==> config.mk <==
export PLATFORM = sky130hd
export DESIGN_NAME = sfic_serial_fifo_irq
export DESIGN_NICKNAME = d
export VERILOG_FILES = /design/src/sfic_pkg.sv /design/src/sfic_fifo_if.sv /design/src/sfic_fifo.sv /design/src/sfic_serial_fifo_irq.sv
export SDC_FILE = /design/constraint.sdc
export NUM_CORES = 1
export LEC_CHECK = 0
export BUFFER_PORTS_ARGS = -buffer_cell sky130_fd_sc_hd__buf_2
export CORE_MARGIN = 4
export CORE_UTILIZATION = 58
export DETAILED_ROUTE_END_ITERATION = 12
export HOLD_SLACK_MARGIN = 0.1
export MAX_ROUTING_LAYER = met4
export PLACE_DENSITY = 0.79
export SLEW_MARGIN = 20
export SYNTH_ARGS = -nofsm -noshare
export SYNTH_HDL_FRONTEND = slang
export SYNTH_SLANG_ARGS = --single-unit
==> constraint.sdc <==
create_clock -name clk_sys -period 3.95 [get_ports clk_sys]
set_clock_uncertainty 0.1 [all_clocks]
set_input_delay 0.79 -clock clk_sys [delete_from_list [all_inputs] [get_ports clk_sys]]
set_output_delay 0.79 -clock clk_sys [all_outputs]
set_load 0.05 [all_outputs]
==> src/sfic_pkg.sv <==
// =====================================================================
// Shared constants for the serial FIFO and interrupt control block.
// =====================================================================
package sfic_pkg;

  // Data path and FIFO shape.
  localparam int DATA_W     = 8;
  localparam int FIFO_DEPTH = 16;
  localparam int CNT_W      = 5;

  // Register addresses on the 3-bit channel address.
  localparam logic [2:0] ADDR_DATA = 3'h0;
  localparam logic [2:0] ADDR_IER  = 3'h1;
  localparam logic [2:0] ADDR_FIFO = 3'h2;
  localparam logic [2:0] ADDR_LSR  = 3'h5;
  localparam logic [2:0] ADDR_MSR  = 3'h6;

  // Field positions of the FIFO control word.
  localparam int FCR_EN      = 0;
  localparam int FCR_RXCLR   = 1;
  localparam int FCR_TXCLR   = 2;
  localparam int FCR_DMA     = 3;
  localparam int FCR_TRIG_LO = 6;
  localparam int FCR_TRIG_HI = 7;

  // Field positions of the interrupt enable mask.
  localparam int IER_RDA  = 0;
  localparam int IER_TX_HOLDING_EMPTY = 1;
  localparam int IER_LS   = 2;
  localparam int IER_MS   = 3;

  // Field positions inside the line status word.
  localparam int LSR_DR   = 0;
  localparam int LSR_TX_HOLDING_EMPTY = 5;

  // Reset values.
  localparam logic [3:0] IER_RESET  = 4'h0;
  localparam logic [1:0] TRIG_RESET = 2'h0;

  // Interrupt identification codes, bits 3:0, and the FIFO-on value of bits 7:6.
  localparam logic [3:0] IIR_NONE = 4'h1;
  localparam logic [3:0] IIR_LS   = 4'h6;
  localparam logic [3:0] IIR_RDA  = 4'h4;
  localparam logic [3:0] IIR_TMO  = 4'hc;
  localparam logic [3:0] IIR_TX_HOLDING_EMPTY = 4'h2;
  localparam logic [3:0] IIR_MS   = 4'h0;
  localparam logic [1:0] IIR_FIFO_ON = 2'h3;

  // Receive trigger levels in bytes.
  localparam logic [CNT_W-1:0] TRIG_LVL0 = 5'h01;
  localparam logic [CNT_W-1:0] TRIG_LVL1 = 5'h04;
  localparam logic [CNT_W-1:0] TRIG_LVL2 = 5'h08;
  localparam logic [CNT_W-1:0] TRIG_LVL3 = 5'h0e;

  // Character timing, counted in receive baud clock ticks.
  localparam int TMO_W              = 10;
  localparam int BAUD_TICKS_PER_BIT = 16;
  localparam int TIMEOUT_CHARS      = 4;

  // Transmit empty indication states.
  typedef enum logic [2:0] {
    TX_EMPTY = 3'b001,
    TX_BUSY  = 3'b010,
    TX_DELAY = 3'b100
  } sfic_txst_t;

endpackage

==> src/sfic_fifo_if.sv <==
`timescale 1ns/1ps
// =====================================================================
// Handshake bundle between the control logic and one FIFO.
// =====================================================================
interface sfic_fifo_if #(
  parameter int WIDTH = 8,
  parameter int CNT_W = 5
);
  logic             inValid;
  logic             inReady;
  logic [WIDTH-1:0] inData;
  logic             outValid;
  logic             outReady;
  logic [WIDTH-1:0] outData;
  logic [CNT_W-1:0] count;
  logic             clear;
  logic             single;

  modport store (input inValid, inData, outReady, clear, single,
                 output inReady, outValid, outData, count);
  modport user  (output inValid, inData, outReady, clear, single,
                 input inReady, outValid, outData, count);
endinterface

==> src/sfic_fifo.sv <==
`timescale 1ns/1ps
// =====================================================================
// Small FIFO with registered head word and a one-entry mode.
// =====================================================================
module sfic_fifo #(
  parameter int WIDTH = 8,
  parameter int DEPTH = 16,
  parameter int CNT_W = 5
) (
  // Clock and reset
  input wire logic clk_sys,
  input wire logic reset_n,
  // Data path
  sfic_fifo_if.store f
);
  localparam int PTR_W = $clog2(DEPTH);

  logic [WIDTH-1:0] mem [DEPTH];
  logic [PTR_W-1:0] wrPtr;
  logic [PTR_W-1:0] rdPtr;
  logic [CNT_W-1:0] count;
  logic             headValid;
  logic [WIDTH-1:0] headWord;

  // In one-entry mode a single word fills the store.
  wire              full       = f.single ? (count != '0) : (count == CNT_W'(DEPTH));
  wire              push       = f.inValid && !full && !f.clear;
  wire              pop        = headValid && f.outReady && !f.clear;
  wire [CNT_W-1:0]  next_count = count + CNT_W'(push) - CNT_W'(pop);

  // The head register lags a pointer move by one cycle, so valid drops meanwhile.
  always_ff @(posedge clk_sys) begin
    if (!reset_n || f.clear) begin
      wrPtr     <= '0;
      rdPtr     <= '0;
      count     <= '0;
      headValid <= 1'b0;
      headWord  <= '0;
    end else begin
      wrPtr     <= push ? wrPtr + PTR_W'(1) : wrPtr;
      rdPtr     <= pop ? rdPtr + PTR_W'(1) : rdPtr;
      count     <= next_count;
      headValid <= (count != '0) && !pop;
      headWord  <= mem[rdPtr];
    end
  end

  // Storage array write port.
  always_ff @(posedge clk_sys) begin
    if (push) begin
      mem[wrPtr] <= f.inData;
    end
  end

  assign f.inReady  = !full;
  assign f.outValid = headValid;
  assign f.outData  = headWord;
  assign f.count    = count;

endmodule // sfic_fifo

==> src/sfic_serial_fifo_irq.sv <==
`timescale 1ns/1ps
// =====================================================================
// FIFO control and interrupt identification of one serial channel.
// =====================================================================
module sfic_serial_fifo_irq
  import sfic_pkg::*;
#(
  parameter int DEPTH = FIFO_DEPTH
) (
  // Clock and reset
  input  wire logic              clk_sys,
  input  wire logic              reset_n,
  // Register bus
  input  wire logic              regRead,
  input  wire logic              regWrite,
  input  wire logic [2:0]        regAddr,
  input  wire logic [DATA_W-1:0] regWdata,
  input  wire logic              divisorAccessBit,
  output logic      [DATA_W-1:0] regRdata,
  // Receive shift register side
  input  wire logic              rxCharValid,
  input  wire logic [DATA_W-1:0] rxCharData,
  output logic                   rxCharReady,
  // Transmit shift register side
  output logic                   txCharValid,
  output logic      [DATA_W-1:0] txCharData,
  input  wire logic              txCharTake,
  // Character timing
  input  wire logic              rxBaudClk,
  input  wire logic [3:0]        charBitTimes,
  // Status sources
  input  wire logic              lineStatusEvent,
  input  wire logic              modemStatusEvent,
  input  wire logic [DATA_W-1:0] lineStatusWord,
  input  wire logic [DATA_W-1:0] modemStatusWord,
  // Status and request outputs
  output logic                   rxDataReadyFlag,
  output logic                   txHoldingEmpty,
  output logic                   rxDmaRequest,
  output logic                   txDmaRequest,
  output logic                   channelAIrqOut
);

  // ===================================================================
  // Helper functions
  // ===================================================================

  // Maps the two trigger bits to a byte count.
  function automatic logic [CNT_W-1:0] trigLevel(input logic [1:0] code);
    case (code)
      2'h0:    trigLevel = TRIG_LVL0;
      2'h1:    trigLevel = TRIG_LVL1;
      2'h2:    trigLevel = TRIG_LVL2;
      default: trigLevel = TRIG_LVL3;
    endcase
  endfunction

  // ===================================================================
  // State
  // ===================================================================
  logic              fifoEnable;
  logic              dmaMode;
  logic [1:0]        trigCode;
  logic [3:0]        interrupt_enable_mask;
  logic              lsPending;
  logic              msPending;
  logic              tmoPending;
  logic              threPending;
  logic [TMO_W-1:0]  tmoCount;
  logic [TMO_W-1:0]  delayCount;
  sfic_txst_t        txState;
  sfic_txst_t        next_txState;
  logic              twoSeen;
  logic              immediateNext;
  logic [2:0]        baudSync;
  logic              baudLevel;
  logic [DATA_W-1:0] readValue;

  sfic_fifo_if #(.WIDTH(DATA_W), .CNT_W(CNT_W)) rxIf ();
  sfic_fifo_if #(.WIDTH(DATA_W), .CNT_W(CNT_W)) txIf ();

  // ===================================================================
  // Register decode
  // ===================================================================

  // Data and enable addresses belong to the divisor latches while access is set.
  wire wrData = regWrite && (regAddr == ADDR_DATA) && !divisorAccessBit;
  wire wrIer  = regWrite && (regAddr == ADDR_IER) && !divisorAccessBit;
  wire wrFcr  = regWrite && (regAddr == ADDR_FIFO);
  wire rdData = regRead && (regAddr == ADDR_DATA) && !divisorAccessBit;
  wire rdIir  = regRead && (regAddr == ADDR_FIFO);
  wire rdLsr  = regRead && (regAddr == ADDR_LSR);
  wire rdMsr  = regRead && (regAddr == ADDR_MSR);

  // FIFO clears: disable, mode change, or the per-direction clear bits.
  wire enChange = wrFcr && (regWdata[FCR_EN] != fifoEnable);
  wire rxClear  = wrFcr && (!regWdata[FCR_EN] || enChange || regWdata[FCR_RXCLR]);
  wire txClear  = wrFcr && (!regWdata[FCR_EN] || enChange || regWdata[FCR_TXCLR]);

  // ===================================================================
  // FIFOs
  // ===================================================================

  // Receive FIFO filled by the shift register, drained by host reads.
  assign rxIf.inValid  = rxCharValid;
  assign rxIf.inData   = rxCharData;
  assign rxIf.outReady = rdData;
  assign rxIf.clear    = rxClear;
  assign rxIf.single   = !fifoEnable;

  // Transmit FIFO filled by host writes, drained by the shift register.
  assign txIf.inValid  = wrData;
  assign txIf.inData   = regWdata;
  assign txIf.outReady = txCharTake;
  assign txIf.clear    = txClear;
  assign txIf.single   = !fifoEnable;

  sfic_fifo #(.WIDTH(DATA_W), .DEPTH(DEPTH), .CNT_W(CNT_W)) rxFifo (
    .clk_sys (clk_sys),
    .reset_n (reset_n),
    .f       (rxIf.store)
  );

  sfic_fifo #(.WIDTH(DATA_W), .DEPTH(DEPTH), .CNT_W(CNT_W)) txFifo (
    .clk_sys (clk_sys),
    .reset_n (reset_n),
    .f       (txIf.store)
  );

  wire rxPush    = rxCharValid && rxIf.inReady && !rxClear;
  wire rxPop     = rdData && rxIf.outValid && !rxClear;
  wire rxAny     = rxIf.count != '0;
  wire rxReached = rxIf.count >= trigLevel(trigCode);
  wire txEmpty   = txIf.count == '0;

  // ===================================================================
  // Control word and enable mask
  // ===================================================================

  // Other control bits are only taken while the enable bit is written as one.
  always_ff @(posedge clk_sys) begin
    if (!reset_n) begin
      fifoEnable <= 1'b0;
      dmaMode    <= 1'b0;
      trigCode   <= TRIG_RESET;
      interrupt_enable_mask        <= IER_RESET;
    end else begin
      if (wrFcr) begin
        fifoEnable <= regWdata[FCR_EN];
        if (regWdata[FCR_EN]) begin
          dmaMode  <= regWdata[FCR_DMA];
          trigCode <= regWdata[FCR_TRIG_HI:FCR_TRIG_LO];
        end
      end
      if (wrIer) begin
        interrupt_enable_mask <= regWdata[3:0];
      end
    end
  end

  // ===================================================================
  // Receive baud clock synchroniser
  // ===================================================================

  // A rise to one counts once the second and third stages agree.
  wire baudTick = (baudSync[1] == baudSync[2]) && baudSync[2] && !baudLevel;

  always_ff @(posedge clk_sys) begin
    if (!reset_n) begin
      baudSync  <= 3'h0;
      baudLevel <= 1'b0;
    end else begin
      baudSync  <= {baudSync[1:0], rxBaudClk};
      baudLevel <= (baudSync[1] == baudSync[2]) ? baudSync[2] : baudLevel;
    end
  end

  // ===================================================================
  // Character time-out
  // ===================================================================

  // Four character times, each charBitTimes bits of 16 baud ticks.
  wire [TMO_W-1:0] tmoLimit   = TMO_W'(TIMEOUT_CHARS * BAUD_TICKS_PER_BIT) *
                                TMO_W'(charBitTimes);
  wire             tmoRestart = !rxAny || rxPop || (rxPush && !tmoPending) || rxClear;
  wire             tmoHit     = fifoEnable && rxAny && !tmoRestart && (tmoCount == tmoLimit);
  wire             next_tmoPending = tmoHit ||
                                     (tmoPending && !rxPop && !rxClear && fifoEnable);

  // The timer saturates at its limit so a pending time-out stays until read.
  always_ff @(posedge clk_sys) begin
    if (!reset_n) begin
      tmoCount   <= '0;
      tmoPending <= 1'b0;
    end else begin
      tmoCount   <= tmoRestart ? '0 :
                    (baudTick && (tmoCount != tmoLimit)) ? tmoCount + TMO_W'(1) : tmoCount;
      tmoPending <= next_tmoPending;
    end
  end

  // ===================================================================
  // Transmit empty indication
  // ===================================================================

  // One character time less the final stop bit.
  wire [TMO_W-1:0] delayLimit = TMO_W'(BAUD_TICKS_PER_BIT) *
                                TMO_W'(charBitTimes - 4'h1);

  // Delay applies only in FIFO mode, without two bytes seen and no pending bypass.
  always_comb begin
    next_txState = txState;
    case (txState)
      TX_EMPTY: begin
        if (!txEmpty) begin
          next_txState = TX_BUSY;
        end
      end
      TX_BUSY: begin
        if (txEmpty) begin
          if (fifoEnable && !twoSeen && !immediateNext) begin
            next_txState = TX_DELAY;
          end else begin
            next_txState = TX_EMPTY;
          end
        end
      end
      TX_DELAY: begin
        if (!txEmpty) begin
          next_txState = TX_BUSY;
        end else if (delayCount == delayLimit || immediateNext) begin
          next_txState = TX_EMPTY;
        end
      end
      default: next_txState = TX_EMPTY;
    endcase
  end

  wire enterEmpty = (next_txState == TX_EMPTY) && (txState != TX_EMPTY);
  wire ierThreOn  = wrIer && regWdata[IER_TX_HOLDING_EMPTY] && !interrupt_enable_mask[IER_TX_HOLDING_EMPTY] && (txState == TX_EMPTY);

  // State, delay timer and the two-byte history since the last empty.
  always_ff @(posedge clk_sys) begin
    if (!reset_n) begin
      txState       <= TX_EMPTY;
      delayCount    <= '0;
      twoSeen       <= 1'b0;
      immediateNext <= 1'b0;
    end else begin
      txState       <= next_txState;
      delayCount    <= (txState != TX_DELAY) ? '0 :
                       baudTick ? delayCount + TMO_W'(1) : delayCount;
      twoSeen       <= enterEmpty ? 1'b0 : (twoSeen || (txIf.count >= CNT_W'(2)));
      immediateNext <= enChange || (immediateNext && !enterEmpty);
    end
  end

  // ===================================================================
  // Interrupt sources
  // ===================================================================

  // Sources identified by the current report, for the read-clear of holding empty.
  wire lsOn   = interrupt_enable_mask[IER_LS] && lsPending;
  wire rdaSrc = fifoEnable ? rxReached : rxAny;
  wire rdaOn  = interrupt_enable_mask[IER_RDA] && rdaSrc;
  wire tmoOn  = interrupt_enable_mask[IER_RDA] && tmoPending;
  wire threOn = interrupt_enable_mask[IER_TX_HOLDING_EMPTY] && threPending;
  wire msOn   = interrupt_enable_mask[IER_MS] && msPending;

  // Highest ranked enabled source wins the report.
  wire [3:0] iirCode = lsOn   ? IIR_LS   :
                       rdaOn  ? IIR_RDA  :
                       tmoOn  ? IIR_TMO  :
                       threOn ? IIR_TX_HOLDING_EMPTY :
                       msOn   ? IIR_MS   : IIR_NONE;
  wire [7:0] iirWord = {(fifoEnable ? IIR_FIFO_ON : 2'h0), 2'h0, iirCode};

  // Sticky pending flags; a set in the cycle of its clear wins.
  always_ff @(posedge clk_sys) begin
    if (!reset_n) begin
      lsPending   <= 1'b0;
      msPending   <= 1'b0;
      threPending <= 1'b0;
    end else begin
      lsPending   <= lineStatusEvent || (lsPending && !rdLsr);
      msPending   <= modemStatusEvent || (msPending && !rdMsr);
      threPending <= enterEmpty || ierThreOn ||
                     (threPending && !wrData && !(rdIir && iirCode == IIR_TX_HOLDING_EMPTY));
    end
  end

  // ===================================================================
  // Read data and outputs
  // ===================================================================

  // Read data selection; unmapped or divisor-owned addresses read zero.
  always_comb begin
    readValue = 8'h00;
    if (regAddr == ADDR_DATA && !divisorAccessBit) begin
      readValue = rxIf.outData;
    end else if (regAddr == ADDR_IER && !divisorAccessBit) begin
      readValue = {4'h0, interrupt_enable_mask};
    end else if (regAddr == ADDR_FIFO) begin
      readValue = iirWord;
    end else if (regAddr == ADDR_LSR) begin
      readValue                = lineStatusWord;
      readValue[LSR_DR]        = rxAny;
      readValue[LSR_TX_HOLDING_EMPTY]      = txState == TX_EMPTY;
    end else if (regAddr == ADDR_MSR) begin
      readValue = modemStatusWord;
    end
  end

  // Registered outputs; DMA mode 1 applies only with FIFOs enabled.
  always_ff @(posedge clk_sys) begin
    if (!reset_n) begin
      regRdata        <= 8'h00;
      rxCharReady     <= 1'b0;
      rxDataReadyFlag <= 1'b0;
      txHoldingEmpty  <= 1'b1;
      rxDmaRequest    <= 1'b0;
      txDmaRequest    <= 1'b0;
      channelAIrqOut  <= 1'b0;
    end else begin
      regRdata        <= regRead ? readValue : regRdata;
      rxCharReady     <= rxIf.inReady;
      rxDataReadyFlag <= rxAny;
      txHoldingEmpty  <= next_txState == TX_EMPTY;
      rxDmaRequest    <= (fifoEnable && dmaMode) ? (rxReached || tmoPending) : rxAny;
      txDmaRequest    <= (fifoEnable && dmaMode) ? txIf.inReady :
                         (next_txState == TX_EMPTY);
      channelAIrqOut  <= iirCode != IIR_NONE;
    end
  end

  assign txCharValid = txIf.outValid;
  assign txCharData  = txIf.outData;

endmodule // sfic_serial_fifo_irq

# Word-level counts from Yosys, hierarchy flattened
# Memory sizes are Yosys's and may differ from the RTL's. A register that Yosys moved wholly into a read port is not among the register bits.
# Index checks and enable logic that the tools add are counted.
[classes]
mux = 27
eq_ne = 21
bitwise = 1
n_reduce_logical = 100
n_addsub = 11
order_cmp = 2
[ops]
columns = ["operator", "count"]
rows = [
  ["logical AND 1 bit", 53],
  ["2-to-1 mux 8 bit", 5],
  ["zero test 1 bit", 21],
  ["adder 10 x 1 -> 10 bit (second input constant)", 2],
  ["== test 10 bit", 2],
  ["logical OR 1 bit", 17],
  ["adder 4 x 1 -> 4 bit (second input constant)", 4],
  ["2-to-1 mux 3 bit", 5],
  ["2-to-1 mux 4 bit", 3],
  ["case mux 4 bit (3 select lines)", 1],
  ["adder 5 x 1 -> 5 bit", 2],
  ["== test 5 bit (second input constant)", 2],
  ["2-to-1 mux 1 bit", 10],
  ["!= test 10 bit", 1],
  ["nonzero test 5 bit", 2],
  ["subtractor 5 x 1 -> 5 bit", 2],
  ["== test 3 x 1 -> 1 bit (second input constant)", 3],
  ["== test 3 bit (second input constant)", 3],
  ["case mux 3 bit (3 select lines)", 1],
  ["== test 3 x 2 -> 1 bit (second input constant)", 2],
  ["OR reduction 2 bit", 3],
  ["greater-or-equal comparator 5 x 2 -> 1 bit (second input constant)", 1],
  ["greater-or-equal comparator 5 bit", 1],
  ["zero test 5 bit", 1],
  ["other kinds (14)", 15],
]
[totals]
output_inout_bits = 23
inputBits = 49
wordCells = 194
ramBits = 256
ff_bits = 83
n_memories = 2
[memory_table]
columns = ["name", "words", "word_bits", "rd", "rd_clocked_by_memory_dff", "wr", "line", "text"]
rows = [
  ["rxFifo.mem", 16, 8, 1, 1, 1, "sfic_fifo.sv:18", "logic [WIDTH-1:0] mem [DEPTH];"],
  ["txFifo.mem", 16, 8, 1, 1, 1, "sfic_fifo.sv:18", ""],
]

# Longest topological paths before layout
# Gate-level depths: netlist of the first run.
[depth]
ltp_word = 15
mapped_depth = 15
mapped_depth_nobuf = 13

# Cells and area by module
# A second synthesis of the first run with hierarchy kept.
[hier_totals]
cells_unflattened = 1064
area_unflattened_um2 = 14928.1
[modules_own_cells]
columns = ["mod", "area_each_um2", "cells_each", "seq_area_each_um2", "instances"]
rows = [
  ["sfic_fifo at txFifo", 5987.0, 347, 4284.1, 1],
  ["sfic_fifo at rxFifo", 5962.0, 358, 4284.1, 1],
  ["sfic_serial_fifo_irq", 2979.1, 359, 1101.1, 1],
]

# Worst setup path after synthesis of the first run
# Ideal clock, no wire load.
[synth_path]
path_type = "input to register"
from = "input port regAddr[2]"
to = "register txFifo.count[4] (netlist: txFifo.f.count[4])"
slack_ns = 0.716
setup_time_ns = 0.122
arrival_ns = 3.013
required_time_ns = 3.728
n_path_buf = 2
stages = 15
path_cell_list = "buf_2 -> and4bb_2 -> o21ai_0 -> and3_1 -> clkbuf_1 -> ha_1 -> inv_1 -> ha_1 -> inv_1 -> fa_1 -> nor2_1 -> nor2_1 -> nor2_1 -> or3_1 -> a21oi_1"
[synth_via]
word_cells_on_any_way = 16
cone_classes = "2 x add/sub; 1 x eq/ne; 13 x reduce/logical"
[synth_rtl]
columns = ["element", "line", "text"]
rows = [
  ["start: declaration", "sfic_serial_fifo_irq.sv:16", "input wire logic [2:0] regAddr,"],
  ["== test 3 x 2 -> 1 bit *", "sfic_serial_fifo_irq.sv:89", "wire wrFcr = regWrite && (regAddr == ADDR_FIFO);"],
  ["logical AND 1 bit *", "sfic_serial_fifo_irq.sv:89", ""],
  ["logical AND 1 bit", "sfic_serial_fifo_irq.sv:96", "wire enChange = wrFcr && (regWdata[FCR_EN] != fifoEnable);"],
  ["logical OR 1 bit (2 in a row)", "sfic_serial_fifo_irq.sv:98", "wire txClear = wrFcr && (!regWdata[FCR_EN] || enChange || regWdata[FCR_TXCLR]);"],
  ["logical AND 1 bit *", "sfic_serial_fifo_irq.sv:98", ""],
  ["zero test 1 bit *", "sfic_fifo.sv:28", "wire pop = headValid && f.outReady && !f.clear;"],
  ["logical AND 1 bit *", "sfic_fifo.sv:28", ""],
  ["named net txFifo.pop", "sfic_fifo.sv:28", ""],
  ["subtractor 5 x 1 -> 5 bit *", "sfic_fifo.sv:29", "wire [CNT_W-1:0] next_count = count + CNT_W'(push) - CNT_W'(pop);"],
  ["end signal: assignment", "sfic_fifo.sv:42", "count <= next_count;"],
  ["end: declaration", "sfic_fifo.sv:21", "logic [CNT_W-1:0] count;"],
]
# Mark *: on every way through the listed nets, which the timed path passes. The rest lies on a longest branch.
# A chain may end at the register's enable or synchronous reset.

# Final worst setup path of the first run
[layout_path]
from = "register rxFifo.count[2] (netlist: rxFifo.f.count[2])"
to = "register rxFifo.count[4] (netlist: rxFifo.f.count[4])"
[layout_via]
elab_chain_cells = 7
word_cells_on_any_way = 8
cone_classes = "2 x add/sub; 1 x eq/ne; 1 x mux; 4 x reduce/logical"
[layout_lines]
columns = ["element", "line", "text"]
rows = [
  ["start: declaration", "sfic_fifo.sv:21", ""],
  ["start signal: assignment", "sfic_fifo.sv:42", ""],
  ["== test 5 bit or nonzero test 5 bit (tied branches)", "sfic_fifo.sv:26", "wire full = f.single ? (count != '0) : (count == CNT_W'(DEPTH));"],
  ["2-to-1 mux 1 bit", "sfic_fifo.sv:26", ""],
  ["zero test 1 bit", "sfic_fifo.sv:27", "wire push = f.inValid && !full && !f.clear;"],
  ["logical AND 1 bit (2 in a row)", "sfic_fifo.sv:27", ""],
  ["adder 5 x 1 -> 5 bit *", "sfic_fifo.sv:29", ""],
  ["subtractor 5 x 1 -> 5 bit *", "sfic_fifo.sv:29", ""],
]
# Mark *: on every way between the ends. The rest lies on a longest branch, timed or not.

==> results.yml, run 1 <==
status:
  status: "finished clean"
routing:
  via_per_inst: 5.95
  num_vias: 8449
  ant_nets: 0
  route.detailed.drc: 0
  wl_um: 30800
  first_pass_iters: 6
  drtIter0Drc: 756
  wl_per_cell_um: 21.7
placed_design:
  globalplace.congestion: 0.816
  dpl.hpwl_um: 20000
  dp_slack_ps: 450
  portBuffers: 69
  place_area_mm2: 0.0156
setup_path:
  end_kind: "flip-flop"
  reg2reg_slack_ps: 830
  startpoint: "rxFifo.f.count[2]"
  r2r_cells: 13
  start_kind: "flip-flop"
  rr_startpoint: "rxFifo.f.count[2]"
  path_max_fanout: 8
  path_class: "flip-flop to flip-flop"
  regToRegEndpoint: "rxFifo.f.count[4]"
  cp.arrival_ps: 3400
  worstPathRequired_ps: 4230
logic_synthesis:
  synth.area.top_cells: "edfxtp_1 (52%), dfxtp_1 (13%), mux4_2 (12%)"
  synth_area_mm2: 0.0148
  ys.flop_type: "edfxtp_1"
  synth.net_count: 1045
  yosysSeqAreaShare_pct: 65.5
  synth_top_area_share_pct: 52.0
  synthCells: 959
  async_reset_ff_share_pct: 0
  synth.avg_cell_area_um2: 15.4
  synthTopCellsByCount: "edfxtp_1 (256), dfxtp_1 (99), nor2_1 (88)"
  synth_top_area_cell: "edfxtp_1"
  synth_cell_type_count: 65
  yosysMostFrequentCell: "edfxtp_1"
  synth-edff-count: 256
  ys_ff_latch: 355
  yosys_warnings: 0
clock_network:
  clk_pin_slew_ps: 60
  cts_root_buf: "clkbuf_16"
  htree_levels: 2
  numCtsBuffers: 37
  cts_tree: "built"
  cts.repair_timing.setup_buffer_count: 0
  hold_buffers: 0
  clock_path_buffers: 3
  numClockSinks: 355
  insertion_delay_ps: 530
  post_cts_resized: 0
floorplan:
  die_area_mm2: 0.0281
  rows: 58
  io_pins: 72
  initial_core_util_pct: 58.8
  placeableCoreArea_mm2: 0.0251
  die_w_um: 168
  dieHeight_um: 168
cells_and_area:
  num-fill-cells: 1661
  fin_area_mm2: 0.0168
  antenna_cells: 0
  area_growth_pct: 14.0
  drive_above_1_share_pct: 24.0
  final_core_util_pct: 67.0
  nNetsFinal: 1148
sta:
  worstMarginPinSlew_ps: 825
  hold_viol: 0
  relSlewSlack_pct: 44.8
  tns_ps: 0
  period_needed_ps: 3120
  report.final.slew_viol_count: 0
  rsz0062_at_grt: "no"
  clock.fmax_mhz: 321
  finalSetupViolations: 0
  post-route-period-util_pct: 78.9
  worst_slack_ps: 834
power:
  intPower_mw: 6.67
  power_mw: 8.99
  p_clk_share_pct: 37.5
  seq_power_share_pct: 47.5
  p_leak_nw: 5.82
  p_switching_mw: 2.32
  combPwrFrac_pct: 15.0
  p_per_area_mw_per_mm2: 534
  netSwitchingFraction_pct: 25.8
  vdd_drop_max_v: 0.000461
grt:
  grt_pass1_wl_um: 49000
  grtUsageTotal_pct: 23.0
  antenna_found_initial: 0
  grt_max_degree: 36
  overflow: 0
  grt_pass1_vias: 8656
worst_hold_path:
  hold_depth: 1
  hold_class: "flip-flop to flip-flop"
  min_to: "baudSync[1]"
  hp-start: "baudSync[0]"
run:
  cap_violations: 0
-- per-layer routing --
metal	up-vias	routed length [um]	GRT usage (%)
met3	70	1940	4.51
met5	-	0	-
li1	3848	-	-
met4	0	771	6.28
met1	4222	13200	31.3
met2	309	14900	36.2
-- cells by family (layout without fill, tap and decap cells) --
group                    Yosys count  in the layout  synth area share (%)
buffers and inverters             85            217                  2.41
multiplexers                      94             94                  13.1
AO/OA/AOI/OAI                     81             81                  3.96
XOR/XNOR                          45             45                  2.67
AND/OR/NAND/NOR                  262            262                  9.13
flip-flops                       355            355                  65.5
adder cells (fa/ha/maj)           37             37                  3.24
-- cell usage in the layout (no fill, tap or decap), types with 24 or more instances in the layout --
| cell type | n |
|---|---|
| edfxtp_1 | 256 |
| dfxtp_1 | 97 |
| nor2_1 | 88 |
| mux4_2 | 80 |
| buf_2 | 69 |
| nand2_1 | 50 |
| buf_4 | 42 |
| inv_1 | 38 |
| clkbuf_16 | 37 |
| ha_1 | 35 |
| and3_1 | 24 |
-- layout make-up --
type / count / area (um^2) / area share [%]
tap: 330 / 413 / 2.45
sequential: 355 / 9670 / 57.5
clock inverter: 26 / 255 / 1.52
clock buffer: 42 / 945 / 5.61
inverter: 38 / 143 / 0.847
multi-input combinational: 519 / 4750 / 28.2
timing repair buffer: 111 / 661 / 3.92
-- how the worst max path moves through the flow --
stage / end / slack (ps) / cells after the start
floorplan: txFifo.f.count[4] / 720 / 15
global placement: txFifo.f.count[4] / 550 / 14
detailed placement: txFifo.f.count[4] / 450 / 14
CTS: rxFifo.f.count[4] / 860 / 13
global route: txFifo.f.count[4] / 660 / 13
finish: rxFifo.f.count[4] / 830 / 13
-- worst max-delay path, cell delays in order (launching register included) --
cell	delay, ps
dfxtp_1	340
inv_1	90
ha_1	160
or4b_4	490
o21ai_0	200
and3_1	430
ha_1	260
inv_1	70
fa_1	420
inv_1	70
a21oi_1	60
nor2_1	120
or3_1	130
a21oi_1	60
-- through the flow --
step | instances | hold slack [ps]
after floorplan | 959 | 312
after global placement | 1353 | 314
after detailed placement | 1353 | 320
after CTS | 1421 | 333
after global routing | 1421 | 362
final | 1421 | 334
-- power groups by stage --
stage / registers [mW] / logic, mW / clock network, mW
5_1_grt: 4.29 / 1.48 / 3.60
3_3_place_gp: 4.34 / 1.30 / 0
4_1_cts: 4.27 / 1.35 / 3.42
6_report: 4.27 / 1.34 / 3.37
2_1_floorplan: 4.45 / 0.865 / 0
3_5_place_dp: 4.34 / 1.33 / 0
-- registers in the layout (all words and copies together) (netlist names), 2 cells and up --
name / flops
interrupt_enable_mask: 4
txFifo.f.outData: 8
trigCode: 2
rxFifo.wrPtr: 4
txFifo.wrPtr: 4
txFifo.mem: 128
rxFifo.f.outData: 8
rxFifo.f.count: 5
tmoCount: 10
txFifo.f.count: 5
txState: 3
rxFifo.rdPtr: 4
rxFifo.mem: 128
txFifo.rdPtr: 4
baudSync: 3
regRdata: 8
delayCount: 10
Power figures use the tool's default switching activity.
==> run 2: changes to the inputs <==
--- a/config.mk
+++ b/config.mk
@@ -5,6 +5,7 @@
 export SDC_FILE = /design/constraint.sdc
 export NUM_CORES = 1
 export LEC_CHECK = 0
+export ABC_AREA = 1
 export BUFFER_PORTS_ARGS = -buffer_cell sky130_fd_sc_hd__buf_2
 export CORE_MARGIN = 4
 export CORE_UTILIZATION = 58
==> constraint.sdc (replaced) <==
create_clock -name clk_sys -period 3.25 [get_ports clk_sys]
set_clock_uncertainty 0.1 [all_clocks]
set_input_delay 0.65 -clock clk_sys [delete_from_list [all_inputs] [get_ports clk_sys]]
set_output_delay 0.65 -clock clk_sys [all_outputs]
set_load 0.05 [all_outputs]
==> results.yml, run 2 <==
logic_synthesis:
  synthCells: 1367
  ys_ff_latch: 355
  synth_top_area_share_pct: 51.3
  synthSimpleGateAreaFrac_pct: 13.7
  async_reset_ff_share_pct: 0
  yosys_warnings: 0
  synth.avg_cell_area_um2: 11.0
  yosysSeqAreaShare_pct: 64.5
  muxShareOfSynthArea_pct: 0
  ys.flop_type: "edfxtp_1"
  synth-edff-count: 256
  synth_top_area_cell: "edfxtp_1"
  synth_cell_type_count: 55
  yosysMostFrequentCell: "edfxtp_1"
  synth_area_mm2: 0.0150
  synth_top_family_by_area: "simple AND/OR/NAND/NOR gates"
  synthXorXnorAreaFrac_pct: 0.585
  synth-compound-area-share_pct: 13.4
  synthTopCellsByCount: "edfxtp_1 (256), nor2_1 (208), o21ai_0 (162)"
  synth-adder-area-share_pct: 3.19
  synth.area.top_cells: "edfxtp_1 (51%), dfxtp_1 (13%), o21ai_0 (5.4%)"
  synth.net_count: 1453
routing:
  first_pass_iters: 5
  wl_um: 34400
  via_per_inst: 5.94
  route.detailed.drc: 0
  wl_per_cell_um: 18.9
  drtIter0Drc: 960
  ant_nets: 0
  num_vias: 10800
clock_network:
  cts_tree: "built"
  cts.repair_timing.setup_buffer_count: 0
  clock_path_buffers: 3
  hold_buffers: 0
  numClockSinks: 355
  cts_root_buf: "clkbuf_16"
  clk_pin_slew_ps: 60
  htree_levels: 2
  numCtsBuffers: 36
  insertion_delay_ps: 510
  post_cts_resized: 0
status:
  status: "finished clean"
sta:
  relSlewSlack_pct: 52.9
  worstMarginPinSlew_ps: 704
  tns_ps: 0
  rsz0062_at_grt: "no"
  post-route-period-util_pct: 82.1
  worst_slack_ps: 582
  report.final.slew_viol_count: 0
  period_needed_ps: 2670
  hold_viol: 0
  clock.fmax_mhz: 375
  finalSetupViolations: 0
floorplan:
  rows: 58
  die_w_um: 169
  dieHeight_um: 169
  io_pins: 72
  placeableCoreArea_mm2: 0.0253
  initial_core_util_pct: 59.1
  die_area_mm2: 0.0285
power:
  vdd_drop_max_v: 0.000516
  power_mw: 11.0
  p_per_area_mw_per_mm2: 645
  p_leak_nw: 6.26
placed_design:
  dpl.hpwl_um: 21700
  globalplace.congestion: 0.905
  dp_slack_ps: 82.0
  portBuffers: 69
cells_and_area:
  nNetsFinal: 1557
  final_core_util_pct: 67.2
  antenna_cells: 0
  seqCellArea_mm2: 0.00967
  multi_input_area_mm2: 0.00462
  layout_commonest_cell: "edfxtp_1"
  num-fill-cells: 1794
  mostFrequentLayoutCells: "edfxtp_1 (256), nor2_1 (208), o21ai_0 (162)"
  drive_above_1_share_pct: 14.3
  area_growth_pct: 13.6
  reg_top3: "rxFifo.mem (128), txFifo.mem (128)"
setup_path:
  path_class: "input port to flip-flop"
  worstPathRequired_ps: 3540
  critPathMaxStageDelay_ps: 410
  path_max_fanout: 6
  start_kind: "input port"
  cp_cell_sequence: "buf_2 -> inv_2 -> nand2_4 -> nor2_8 -> nand2_4 -> inv_4 -> o21ai_2 -> nand3_2 -> inv_2 -> ha_1 -> inv_1 -> ha_1 -> inv_1 -> fa_1 -> inv_1 -> a21oi_1 -> o21bai_1 -> or2_2 -> a21oi_1"
  end_kind: "flip-flop"
  slowest_stage: "fa_1"
  worst-path-buf-inv: 7
  cp.arrival_ps: 2950
  reg2reg_slack_ps: 620
  crit_family: "adder cells"
  path_common_cell: "inv_1"
grt:
  grt_pass1_vias: 10700
  grtUsageTotal_pct: 24.7
  overflow: 0
  antenna_found_initial: 0
  grt_pass1_wl_um: 54700
  grt_max_degree: 67
worst_hold_path:
  hold_class: "input port to flip-flop"
run:
  cap_violations: 0
[run 2: final cells by class]
cell class,instances,share of cell area (%)
clock buffer,46,5.70
tap,330,2.43
sequential,355,56.9
clock inverter,14,0.699
inverter,119,2.65
multi-input combinational,836,27.2
timing repair buffer,123,4.49
[run 2: kinds of logic after synthesis]
| logic type | after synthesis |
|---|---|
| buf+inv | 176 |
| flops | 355 |
| compound gates | 334 |
| xor+xnor | 10 |
| fa+ha+maj | 37 |
| simple gates | 455 |
[run 2: final timing paths]
kind	startpoint	endpoint	cells after the start
worst max register to register	rxFifo.f.count[2]	rxFifo.f.count[4]	17
worst max-delay path	regAddr[0]	txFifo.f.count[4]	19
worst min-delay path	rxBaudClk	baudSync[0]	3
worst min register to register	baudSync[0]	baudSync[1]	2
[run 2: per-layer routing]
layer | vias to the layer above | part of all wire (%) | GRT usage (%)
li1 | 5079 | - | -
met2 | 447 | 51 | 42.2
met1 | 5197 | 39 | 29.8
met3 | 102 | 6.9 | 4.06
met4 | 0 | 3.4 | 9.21
met5 | - | 0 | -
[run 2: metrics by stage]
step / hold WS (ps) / cell area, um^2 / instances
final: 238 / 17000 / 1823
after detailed placement: 306 / 15900 / 1763
after floorplan: 290 / 15000 / 1367
after global routing: 248 / 17000 / 1823
after global placement: 310 / 15900 / 1763
after CTS: 224 / 17000 / 1823
[run 2: worst reg2reg max path: stages, from the launching register on]
cell and delay [ps]:
dfxtp_1 340, inv_1 90, ha_1 220, nand4_4 200
nand2_1 120, nand2_1 70, inv_1 110, nand2_4 80
inv_2 110, ha_1 180, inv_1 60, fa_1 410
inv_1 90, a21oi_1 60, nor2_1 80, nor2_1 50
xor2_1 120, nor2_1 50
[run 2: report_power, final]
part	switching, mW	internal [mW]	total (mW)
Clock	1.61	2.26	3.87
Sequential	0.104	5.09	5.19
Combinational	1.30	0.608	1.91
